File: src/igc_pkg.sv
// igc_pkg: constants and types for the if gain control loop.
// assumes a 10-bit two's complement adc sample stream on core_clk_i.
//
// Contract
// - Each sample's absolute value is compared with a programmable target to form an error.
// - The error is loop filtered and the filter output is the gain control value.
// - The control value leaves as a one-bit sigma-delta stream on the primary pin.
// - Per-loop slope polarity bits exist and software sets them to match each amplifier.
// - A wide loop bandwidth is used while acquiring and a narrow one once tracking.
// - The loop keeps running across channel changes and is never halted by them.
// - After a channel change the loop reconverges at once, not waiting for tuner lock.
// - A lock indication is given and downstream acquisition is held until it is set.
package igc_pkg;
   localparam int SAMPLE_W      = 10;
   localparam int ERR_W         = 11;
   localparam int ACC_W         = 20;
   localparam int CTRL_W        = 12;
   localparam int UPD_DIV       = 64;
   localparam int DIV_W         = 6;
   localparam int ACQ_SHIFT     = 4;
   localparam int TRK_SHIFT     = 0;
   localparam int LOCK_RUN      = 16;
   localparam int RUN_W         = 5;
   localparam int LOCK_WIN      = 8;
   localparam logic [SAMPLE_W-2:0] TARGET_DEFAULT = 9'h0_0B4;
   localparam logic [ACC_W-1:0]    ACC_RESET      = 20'h8_0000;

   typedef enum logic [1:0] {
      IGC_ACQ   = 2'b00,
      IGC_TRACK = 2'b01
   } igc_mode_t;
endpackage

File: src/igc_sd_if.sv
// igc_sd_if: carries a control word to a sigma-delta stage and its bit back.
// assumes both ends on core_clk_i.
`timescale 1ns/1ps
interface igc_sd_if;
   import igc_pkg::*;
   logic [CTRL_W-1:0] level;
   logic              bit_out;
   modport src (output level, input bit_out);
   modport mod (input level, output bit_out);
endinterface

File: src/igc_sd_mod.sv
// igc_sd_mod: first order sigma-delta modulator, one bit per clock.
// assumes level changes at any time; the carry is the output density.
`timescale 1ns/1ps
module igc_sd_mod
   import igc_pkg::*;
(
   // clock and reset
   input  wire logic core_clk_i,
   input  wire logic rst_i,
   // word in, bit out
   igc_sd_if.mod     sd
);
   typedef struct packed {
      logic [CTRL_W-1:0] acc;
      logic              bit_q;
   } igc_sd_st_t;

   igc_sd_st_t st;
   igc_sd_st_t next_st;
   logic [CTRL_W:0] sum;

   always_comb begin
      next_st = st;
      sum = {1'b0, st.acc} + {1'b0, sd.level};
      next_st.acc = sum[CTRL_W-1:0];
      next_st.bit_q = sum[CTRL_W];
   end

   always_ff @(posedge core_clk_i or posedge rst_i) begin
      if (rst_i) begin
         st <= '0;
      end else begin
         st <= next_st;
      end
   end

   assign sd.bit_out = st.bit_q;
endmodule

File: src/igc_top.sv
// igc_top: digital gain loop measuring adc magnitude, driving amplifiers.
// assumes adc samples synchronous to core_clk_i with a valid strobe, and
// an external rc low-pass on each gain output.
`timescale 1ns/1ps
module igc_top
   import igc_pkg::*;
(
   // clock and reset
   input  wire logic                core_clk_i,
   input  wire logic                rst_i,
   // samples
   input  wire logic [SAMPLE_W-1:0] sample_i,
   input  wire logic                sample_vld_i,
   // configuration
   input  wire logic [SAMPLE_W-2:0] target_i,
   input  wire logic                slope_inv1_i,
   input  wire logic                slope_inv2_i,
   input  wire logic                sec_gpio_mode_i,
   input  wire logic                sec_gpio_out_i,
   input  wire logic                sec_gpio_oe_i,
   input  wire logic                channel_change_i,
   // gain pins
   output logic                     primary_gain_ctrl_out_o,
   output logic                     primary_gain_ctrl_out_oe_o,
   output logic                     secondary_gain_ctrl_or_gpio_o,
   output logic                     secondary_gain_ctrl_or_gpio_oe_o,
   // status
   output logic                     gain_lock_o,
   output logic                     acq_hold_o,
   output logic [CTRL_W-1:0]        gain_level_o
);
   typedef struct packed {
      logic [ERR_W-1:0]  err_sum;
      logic [DIV_W-1:0]  div;
      logic [ACC_W-1:0]  acc;
      logic [RUN_W-1:0]  run;
      igc_mode_t         mode;
      logic              lock;
      logic              hold;
      logic              p_bit;
      logic              p_oe;
      logic              s_bit;
      logic              s_oe;
   } igc_st_t;

   igc_st_t st;
   igc_st_t next_st;

   igc_sd_if sd1 ();
   igc_sd_if sd2 ();

   logic [SAMPLE_W-2:0] mag;
   logic signed [ERR_W-1:0] err;
   logic signed [ACC_W-1:0] step;
   logic signed [ACC_W:0]   acc_s;
   logic [ACC_W-1:0]        acc_n;
   logic                    upd;
   logic                    in_win;

   ////////////////////////////////////////////////////////////////////////
   // magnitude against target; most negative code saturates
   always_comb begin
      if (sample_i == {1'b1, {(SAMPLE_W-1){1'b0}}}) begin
         mag = '1;
      end else if (sample_i[SAMPLE_W-1]) begin
         mag = (SAMPLE_W-1)'(-sample_i);
      end else begin
         mag = sample_i[SAMPLE_W-2:0];
      end
      err = $signed({2'b00, target_i}) - $signed({2'b00, mag});
   end

   assign upd = (st.div == DIV_W'(UPD_DIV - 1));
   assign step = (st.mode == IGC_ACQ) ?
                 (ACC_W'($signed(st.err_sum)) <<< ACQ_SHIFT) :
                 (ACC_W'($signed(st.err_sum)) <<< TRK_SHIFT);
   // one guard bit shows both overflow and underflow of the integrator
   assign acc_s = $signed({1'b0, st.acc}) + $signed({step[ACC_W-1], step});
   assign in_win = ($signed(st.err_sum) < $signed(ERR_W'(LOCK_WIN))) &&
                   ($signed(st.err_sum) > -$signed(ERR_W'(LOCK_WIN)));

   // saturate the integrator so the control word cannot wrap
   always_comb begin
      if (acc_s[ACC_W] && !step[ACC_W-1]) begin
         acc_n = '1;
      end else if (acc_s[ACC_W]) begin
         acc_n = '0;
      end else begin
         acc_n = acc_s[ACC_W-1:0];
      end
   end

   ////////////////////////////////////////////////////////////////////////
   always_comb begin
      next_st = st;
      next_st.div = st.div + DIV_W'(1);
      if (sample_vld_i) begin
         // running average error, cleared only by reset: three quarters of the old value plus a quarter of each sample error
         next_st.err_sum = ERR_W'(($signed(st.err_sum) * 3 + err) >>> 2);
      end
      if (upd) begin
         next_st.acc = acc_n;
         if (in_win) begin
            if (st.run != RUN_W'(LOCK_RUN)) begin
               next_st.run = st.run + RUN_W'(1);
            end
         end else begin
            next_st.run = '0;
         end
         next_st.lock = in_win &&
                        (st.run >= RUN_W'(LOCK_RUN - 1));
         next_st.mode = next_st.lock ? IGC_TRACK : IGC_ACQ;
      end
      // channel change reopens bandwidth, loop keeps running
      if (channel_change_i) begin
         next_st.mode = IGC_ACQ;
         next_st.run = '0;
         next_st.lock = 1'b0;
      end
      next_st.hold = ~next_st.lock;
      // open drain primary: drive low only
      next_st.p_bit = 1'b0;
      next_st.p_oe = ~sd1.bit_out;
      // gpio mode takes over secondary pin
      if (sec_gpio_mode_i) begin
         next_st.s_bit = sec_gpio_out_i;
         next_st.s_oe = sec_gpio_oe_i;
      end else begin
         next_st.s_bit = sd2.bit_out;
         next_st.s_oe = 1'b1;
      end
   end

   always_ff @(posedge core_clk_i or posedge rst_i) begin
      if (rst_i) begin
         st <= '{err_sum: '0, div: '0, acc: ACC_RESET, run: '0,
                 mode: IGC_ACQ, lock: 1'b0, hold: 1'b1, p_bit: 1'b0,
                 p_oe: 1'b0, s_bit: 1'b0, s_oe: 1'b0};
      end else begin
         st <= next_st;
      end
   end

   assign sd1.level = slope_inv1_i ? ~st.acc[ACC_W-1 -: CTRL_W] :
                      st.acc[ACC_W-1 -: CTRL_W];
   assign sd2.level = slope_inv2_i ? ~st.acc[ACC_W-1 -: CTRL_W] :
                      st.acc[ACC_W-1 -: CTRL_W];

   igc_sd_mod u_sd1 (
      .core_clk_i (core_clk_i),
      .rst_i      (rst_i),
      .sd         (sd1)
   );

   igc_sd_mod u_sd2 (
      .core_clk_i (core_clk_i),
      .rst_i      (rst_i),
      .sd         (sd2)
   );

   assign primary_gain_ctrl_out_o          = st.p_bit;
   assign primary_gain_ctrl_out_oe_o       = st.p_oe;
   assign secondary_gain_ctrl_or_gpio_o    = st.s_bit;
   assign secondary_gain_ctrl_or_gpio_oe_o = st.s_oe;
   assign gain_lock_o  = st.lock;
   assign acq_hold_o   = st.hold;
   assign gain_level_o = st.acc[ACC_W-1 -: CTRL_W];

   ////////////////////////////////////////////////////////////////////////
   property p_hold_tracks_lock;
      @(posedge core_clk_i) disable iff (rst_i)
      acq_hold_o == ~gain_lock_o;
   endproperty
   a_hold_tracks_lock: assert property (p_hold_tracks_lock)
      else $error("hold not inverse of lock");

   property p_lock_drops;
      @(posedge core_clk_i) disable iff (rst_i)
      channel_change_i |=> !gain_lock_o && st.mode == IGC_ACQ;
   endproperty
   a_lock_drops: assert property (p_lock_drops)
      else $error("channel change did not reopen loop");

   property p_gpio_owns;
      @(posedge core_clk_i) disable iff (rst_i)
      sec_gpio_mode_i |=> secondary_gain_ctrl_or_gpio_oe_o ==
                          $past(sec_gpio_oe_i);
   endproperty
   a_gpio_owns: assert property (p_gpio_owns)
      else $error("secondary stream driven in gpio mode");

   property p_mode_lock;
      @(posedge core_clk_i) disable iff (rst_i)
      gain_lock_o |-> st.mode == IGC_TRACK;
   endproperty
   a_mode_lock: assert property (p_mode_lock)
      else $error("tracking bandwidth not used while locked");

   property p_pri_stream;
      @(posedge core_clk_i) disable iff (rst_i)
      1'b1 |=> !primary_gain_ctrl_out_o &&
               primary_gain_ctrl_out_oe_o == ~$past(sd1.bit_out);
   endproperty
   a_pri_stream: assert property (p_pri_stream)
      else $error("primary pin does not follow the stream");

   property p_sec_stream;
      @(posedge core_clk_i) disable iff (rst_i)
      !sec_gpio_mode_i |=> secondary_gain_ctrl_or_gpio_oe_o &&
                           secondary_gain_ctrl_or_gpio_o == $past(sd2.bit_out);
   endproperty
   a_sec_stream: assert property (p_sec_stream)
      else $error("secondary pin does not follow its stream");

   property p_lock_run;
      @(posedge core_clk_i) disable iff (rst_i)
      $rose(gain_lock_o) |-> st.run == RUN_W'(LOCK_RUN);
   endproperty
   a_lock_run: assert property (p_lock_run)
      else $error("lock set before a full in-window run");

   property p_lock_leave;
      @(posedge core_clk_i) disable iff (rst_i)
      upd && gain_lock_o && !in_win |=> !gain_lock_o;
   endproperty
   a_lock_leave: assert property (p_lock_leave)
      else $error("lock kept after error left the window");
endmodule

File: config.mk
export PLATFORM = sky130hd
export DESIGN_NAME = igc_top
export DESIGN_NICKNAME = d
export VERILOG_FILES = /design/src/igc_pkg.sv /design/src/igc_sd_if.sv /design/src/igc_sd_mod.sv /design/src/igc_top.sv
export SDC_FILE = /design/constraint.sdc
export NUM_CORES = 1
export LEC_CHECK = 0
export BUFFER_PORTS_ARGS = -buffer_cell sky130_fd_sc_hd__buf_4
export CAP_MARGIN = 20
export CELL_PAD_IN_SITES_DETAIL_PLACEMENT = 1
export CELL_PAD_IN_SITES_GLOBAL_PLACEMENT = 2
export CORE_MARGIN = 2
export CORE_UTILIZATION = 40
export CTS_BUF_LIST = sky130_fd_sc_hd__clkbuf_4
export CTS_CLUSTER_SIZE = 16
export DETAILED_ROUTE_END_ITERATION = 10
export GPL_TIMING_DRIVEN = 0
export PLACE_DENSITY_LB_ADDON = 0.1
export SYNTH_ARGS = -nofsm -noshare
export SYNTH_HDL_FRONTEND = slang
export SYNTH_SLANG_ARGS = --single-unit
File: constraint.sdc
create_clock -name core_clk_i -period 4.4 [get_ports core_clk_i]
set_clock_uncertainty 0.1 [all_clocks]
set_input_delay 0.22 -clock core_clk_i [delete_from_list [all_inputs] [get_ports core_clk_i]]
set_output_delay 0.22 -clock core_clk_i [all_outputs]
set_load 0.1 [all_outputs]
Word-level counts from Yosys, hierarchy flattened
Cells that the tools add are included.

storage, ports and cells
  bits in registers = 75
  bits in latches = 0
  memory bits (writable) = 0
  ROM bits = 0
  bits of input ports = 28
  output and inout bits = 18
  word-level logic and storage cells = 53
  memories kept = 0

cells by class
  add/subtract/negate cells = 8
  $mul = 1
  div/mod/pow operators = 0
  order comparisons = 3
  equality and inequality tests = 4
  shifts and indexed selects = 0
  multiplexer cells = 13
  bitwise operators = 3
  reductions and logical operators = 7

operators with widths
  kind                     number
  $mux W20                 2
  $add A12 B12 Y13         2
  $mux W12                 2
  $add A21 B15 Y21         1
  $mux W9                  2
  $mux W8                  2
  $mux W14                 1
  $add A13 B10 Y13         1
  $mul A11 B3 Y13 const B  1
  $not A12 Y12             1
  $gt A11 B4 Y1 const B    1
  $lt A11 B5 Y1 const B    1
  $eq A10 B10 Y1 const B   1
  $mux W5                  2
  $sub A9 B9 Y10           1
  $neg A9 Y9               1
  $add A6 B1 Y6 const B    1
  $eq A6 B6 Y1 const B     1
  $add A5 B1 Y5 const B    1
  $ge A5 B4 Y1 const B     1
  $ne A5 B5 Y1 const B     1
  $logic_and A1 B1 Y1      3
  $ne A3 B2 Y1 const B     1
  $logic_not A2 Y1         1
  other kinds (6)          7

Depth between registers and ports, before layout
  depth in word-level cells = 7
  depth in mapped cells = 26
  gate-level depth less buffers = 26

Cells and area by module
Synthesis repeated with hierarchy kept, for this count alone.

second synthesis, totals
  cells, all modules = 851
  area, all modules = 7337.0 µm²

modules (own cells, without submodules)
  module               times used  cells an instance  area an instance (µm²)  seq. area each (µm²)
  igc_top              1           658                5425.2                  1203.7
  igc_sd_mod at u_sd1  1           96                 957.2                   325.3
  igc_sd_mod at u_sd2  1           97                 954.7                   325.3

Least setup slack after synthesis
No wires, ideal clock.

  kind = input -> register
  from = in sample_i[1]
  to = reg st[49] (netlist name)
  setup time = 0.125 ns
  data arrival time = 4.887 ns
  required time = 4.175 ns
  path slack = -0.712 ns
  stages on the path = 26
  path buffers = 0
  cell sequence = inv_1 > ha_1 > nand2_1 > or3_1 > or3_1 > nor3b_2 > or2_1 > ha_1 > inv_1 > fa_1 > nand2_1 > nand2_1 > a21oi_1 > o21ai_0 > a21oi_1 > o21bai_1 > a21oi_1 > xnor2_1 > fa_1 > ha_1 > or3_1 > a211oi_1 > o41ai_1 > xnor2_1 > nand2_1 > xnor2_1

on the way
  longest elaborated chain between the ends = 5
  elaborated cells between the ends (all ways) = 6
  those cells by class = add/sub: 3; eq/ne: 1; mux: 2

RTL lines
  what                  line            RTL
  from (decl)           igc_top.sv:12   input wire logic [SAMPLE_W-1:0] sample_i,
  $neg A9 Y9            igc_top.sv:66   mag = (SAMPLE_W-1)'(-sample_i);
  $mux W9               igc_top.sv:65   end else if (sample_i[SAMPLE_W-1]) begin
  $mux W9 *             igc_top.sv:63   if (sample_i == {1'b1, {(SAMPLE_W-1){1'b0}}}) begin
  $sub A9 B9 Y10 *      igc_top.sv:70   err = $signed({2'b00, target_i}) - $signed({2'b00, mag});
  $add A13 B10 Y13 *    igc_top.sv:99   next_st.err_sum = ERR_W'(($signed(st.err_sum) * 3 + err) >>> 2);
  to (signal assigned)  igc_top.sv:136  st <= '{err_sum: '0, div: '0, acc: ACC_RESET, run: '0,
  to (signal assigned)  igc_top.sv:140  st <= next_st;
  to (decl)             igc_top.sv:46   igc_st_t st;

Every way passes the cells marked *; elsewhere a longest branch is shown, timed or not.
A chain may end at the register's enable or synchronous reset.

Final worst setup path
  from = in sample_i[0]
  to = reg st[49] (netlist name)

Same word-level chain as after synthesis.

==> summary.txt <==
Outcome
  • Outcome: complete, but fails checks
  • Violations in the final reports: negative setup slack

Timing
  • Maximum clock frequency: 0.212 GHz
  • Final Hold Violating Endpoints: 0
  • Final critical path time including I/O delays and setup: 4.72 ns
  • Finish-stage setup viols: 4
  • Final critical-path share of the clock period: 1.07
  • Worst Hold Margin: 0.119 ns
  • Worst-margin pin slew: 0.710 ns
  • Relative max-transition margin: 0.527
  • Fin worst setup slack: -0.318 ns
  • Number of max-slew violations in the final report: 0
  • RSZ-0062 raised after global routing: true

Drt
  • Detailed Route Iter0 Violations: 149
  • DRC: 0
  • First-pass iteration count of the detailed router: 5
  • Wire length reported by the detailed router: 16.7 mm
  • Count of vias placed by the detailed router: 5366
  • Wire per inst: 16.2 um
  • Vias per std cell: 5.20
  • Final antenna-violating net count: 0

Worst setup path
  • Type of origin of the critical path: input pin
  • Data arrival at the endpoint of the critical path: 4.97 ns
  • Crit path kind: in2reg
  • Biggest cell delay along the critical path: 0.48 ns
  • Kind of capture point of the worst setup path: flip-flop
  • Slowest-stage cell, CP: sky130_fd_sc_hd__fa_1
  • Data required time at the worst endpoint: 4.65 ns
  • Highest fanout seen on the critical path: 3

Placement
  • HPWL after detailed placement: 13.4 mm
  • Routability Congestion: 0.842
  • Number of buffer cells added on primary ports: 43
  • Post-place setup slack: -1.17 ns

Layout
  • Share of post-route cells with drive strength above 1: 0.184
  • Final #Nets: 937
  • Layout-stage area growth over the synthesis result: 17.9%

Clock network
  • Master cell of the clock root buffer: sky130_fd_sc_hd__clkbuf_4
  • Clock latency on the worst-skew pair: 0.47 ns
  • Register clock-pin slew on the reported worst setup and hold paths: 0.12 ns
  • H-tree lvl count: 3
  • TritonCTS buffer count: 9
  • Number of sinks handled by clock tree synthesis: 74
  • Bufs on Longest Clock Path: 2
  • TritonCTS clock tree: built

Yosys
  • Async SR Flop Fraction: 1.00
  • Synthesis-stage register bit count: 74
  • Total number of yosys warnings: 0
  • Area fraction of the dominant cell type after synthesis: 0.273
  • Post-synthesis cell count: 736
  • Top post-synthesis cells by count: sky130_fd_sc_hd__ha_1 (86), sky130_fd_sc_hd__dfrtp_1 (72), sky130_fd_sc_hd__nand2_1 (69), sky130_fd_sc_hd__inv_1 (64), sky130_fd_sc_hd__a21oi_1 (52)
  • Largest area contributor in the synthesized netlist: sky130_fd_sc_hd__dfrtp_1
  • Mean post-synth cell area: 8.97 um2
  • Predominant post-synthesis flop cell: sky130_fd_sc_hd__dfrtp_1
  • Count of flip-flops with a built-in enable after synthesis: 0
  • Cell with the most instances after synthesis: sky130_fd_sc_hd__ha_1
  • Synthesized net count: 864
  • Sequential area share after synthesis: 0.281
  • Post-Syn Area: 6600 um2
  • Largest cells by area after synthesis: sky130_fd_sc_hd__dfrtp_1 (27%), sky130_fd_sc_hd__ha_1 (16%), sky130_fd_sc_hd__xor2_1 (6.2%), sky130_fd_sc_hd__xnor2_1 (5.3%), sky130_fd_sc_hd__fa_1 (4.2%)
  • Number of distinct standard cells referenced by the synthesized netlist: 66

Global route
  • Number of global-route vias before repair: 5934
  • Number of antenna violations at the first check in global routing: 1
  • Global-route usage over all layers: 0.197
  • Maximum number of pins on one net before global-route repair: 48
  • Overflow left after global routing: 0
  • First-pass GRT wire length: 28.2 mm

Floorplanning
  • Die boundary width: 132 um
  • DIE AREA: 17500 um2
  • Die extent in y: 132 um
  • Number of top-level design ports: 46
  • Site Rows: 46
  • Initial Util: 0.413
  • Total core area: 16000 um2

Pwr
  • Relative contribution of the clock network to total power: 0.078
  • Maximum ir drop on the vdd rail: 0.546 mV
  • Power per Cell Area: 736 nW/um2
  • Internal power summed over all cells: 2.99 mW
  • Power share of the combinational group: 0.743
  • Static Leak: 3.67 nW
  • Net Sw Power: 2.74 mW
  • Fraction of power spent switching nets: 0.479
  • Register share of total power: 0.180
  • Total design power: 5.73 mW

Flow run
  • Count of max-cap constraint violations: 0

Worst hold path
  • Worst hold path type: in2reg
state kept, by name, summed over array words and instances (netlist names):
register and flops:
acq_hold_o 1, gain_level_o 12, gain_lock_o 1, primary_gain_ctrl_out_oe_o 1, secondary_gain_ctrl_or_gpio_o 1, secondary_gain_ctrl_or_gpio_oe_o 1, st 31, u_sd1.sd.bit_out 1
u_sd1.st 12, u_sd2.sd.bit_out 1, u_sd2.st 12
layout make-up:
class	count	area, um2
inverters	64	263
clock buffers	9	67.6
multi-input cells	569	4560
diodes	1	2.50
repair buffers	62	522
well taps	216	270
clock inverters	7	70.1
plain buffers	29	174
flip-flops and latches	74	1850
fillers	1899	8220
repair_timing:
item | CTS | global route
setup buffers | 6 | 7
setup endpoints to repair | 5 | 6
resized for setup | 12 | 23
pin swaps | 8 | 13
hold buffers | 5 | 0
hold endpoints to repair | 54 | 0
worst max-delay path, delay by kind of cell:
kind,cells,cell delay [ns]
xor gates and xnor gates,3,0.47
buffers and inverters,3,0.19
AOI/OAI and AO/OA,7,0.95
and+or+nand+nor,9,1.80
adders and majority gates,5,1.33
final timing paths:
path                                             from  cells after the start  slack, ns                                   end
max in group asynchronous                       rst_i                      4       3.40          gain_level_o[11]$_DFFE_PP1N_
hold / removal                           sample_vld_i                      2       0.12                    st[47]$_DFFE_PP0P_
setup / recovery                          sample_i[0]                     27      -0.32                    st[49]$_DFFE_PP0P_
setup reg to reg                   st[49]$_DFFE_PP0P_                     14       0.75                    st[14]$_DFFE_PP0N_
min in group asynchronous                       rst_i                      3       0.19                    st[15]$_DFFE_PP0N_
hold reg to reg            u_sd1.sd.bit_out$_DFF_PP0_                      1       0.30  primary_gain_ctrl_out_oe_o$_DFF_PP0_
power groups by stage:
stage | Clock [mW] | Sequential (mW) | Combinational [mW]
floorplan | 0 | 1.05 | 2.91
global placement | 0 | 1.04 | 3.54
detailed placement | 0 | 1.05 | 3.73
CTS | 0.467 | 1.03 | 3.87
global route | 0.494 | 1.06 | 4.79
finish | 0.446 | 1.03 | 4.25
cells by family (layout without fill, tap and decap cells):
kind of cell,count (synthesis),in the layout,synth area share
mux,8,8,0.0127
other cells,1,2,0.000568
simple gates,183,183,0.131
flops,74,74,0.281
fa+ha+maj,114,114,0.227
buf+inv,93,171,0.0627
compound gates,176,176,0.170
xor+xnor,87,87,0.115
per-layer routing:
metal | routed length, um | global-route usage | vias to the layer above
li1 | - | - | 2670
met1 | 7150 | 0.227 | 2603
met2 | 8930 | 0.374 | 67
met3 | 381 | 0.0295 | 26
met4 | 269 | 0.0615 | 0
met5 | 0 | 0 | -
cells in the final DEF, fill, tap and decap left out, types with 4 or more instances in the layout:
cell type                        n
sky130_fd_sc_hd__dfrtp_1        72
sky130_fd_sc_hd__a21oi_2         8
sky130_fd_sc_hd__xor2_1         46
sky130_fd_sc_hd__o21bai_1        8
sky130_fd_sc_hd__nand3_1        16
sky130_fd_sc_hd__inv_1          60
sky130_fd_sc_hd__nand2_1        66
sky130_fd_sc_hd__nand2_2         6
sky130_fd_sc_hd__maj3_1         14
sky130_fd_sc_hd__clkbuf_4        9
sky130_fd_sc_hd__xnor2_1        39
sky130_fd_sc_hd__nor2_1         37
sky130_fd_sc_hd__nor3_1          8
sky130_fd_sc_hd__ha_2            4
sky130_fd_sc_hd__and2_1          5
sky130_fd_sc_hd__or2_2           4
sky130_fd_sc_hd__buf_4          66
sky130_fd_sc_hd__ha_1           80
sky130_fd_sc_hd__o21ai_1        15
sky130_fd_sc_hd__a21oi_1        45
sky130_fd_sc_hd__a21o_1         16
sky130_fd_sc_hd__o31ai_1         5
sky130_fd_sc_hd__fa_1           12
sky130_fd_sc_hd__clkbuf_1       11
sky130_fd_sc_hd__mux2i_1         5
sky130_fd_sc_hd__dlygate4sd3_1   5
sky130_fd_sc_hd__nor2b_1         8
sky130_fd_sc_hd__o21ai_0        38
sky130_fd_sc_hd__and3_1          9
sky130_fd_sc_hd__nand2b_1        5
per-stage QoR:
stage / instances / instance area (um2) / util / setup TNS, ns
finish: 1031 / 7780 / 0.486 / -0.997
global route: 1031 / 7780 / 0.486 / -2.01
detailed placement: 996 / 7320 / 0.457 / -5.28
CTS: 1023 / 7610 / 0.475 / -0.938
global placement: 995 / 7290 / 0.455 / -4.52
floorplan: 736 / 6690 / - / -0.904
Power figures use the tool's default switching activity.
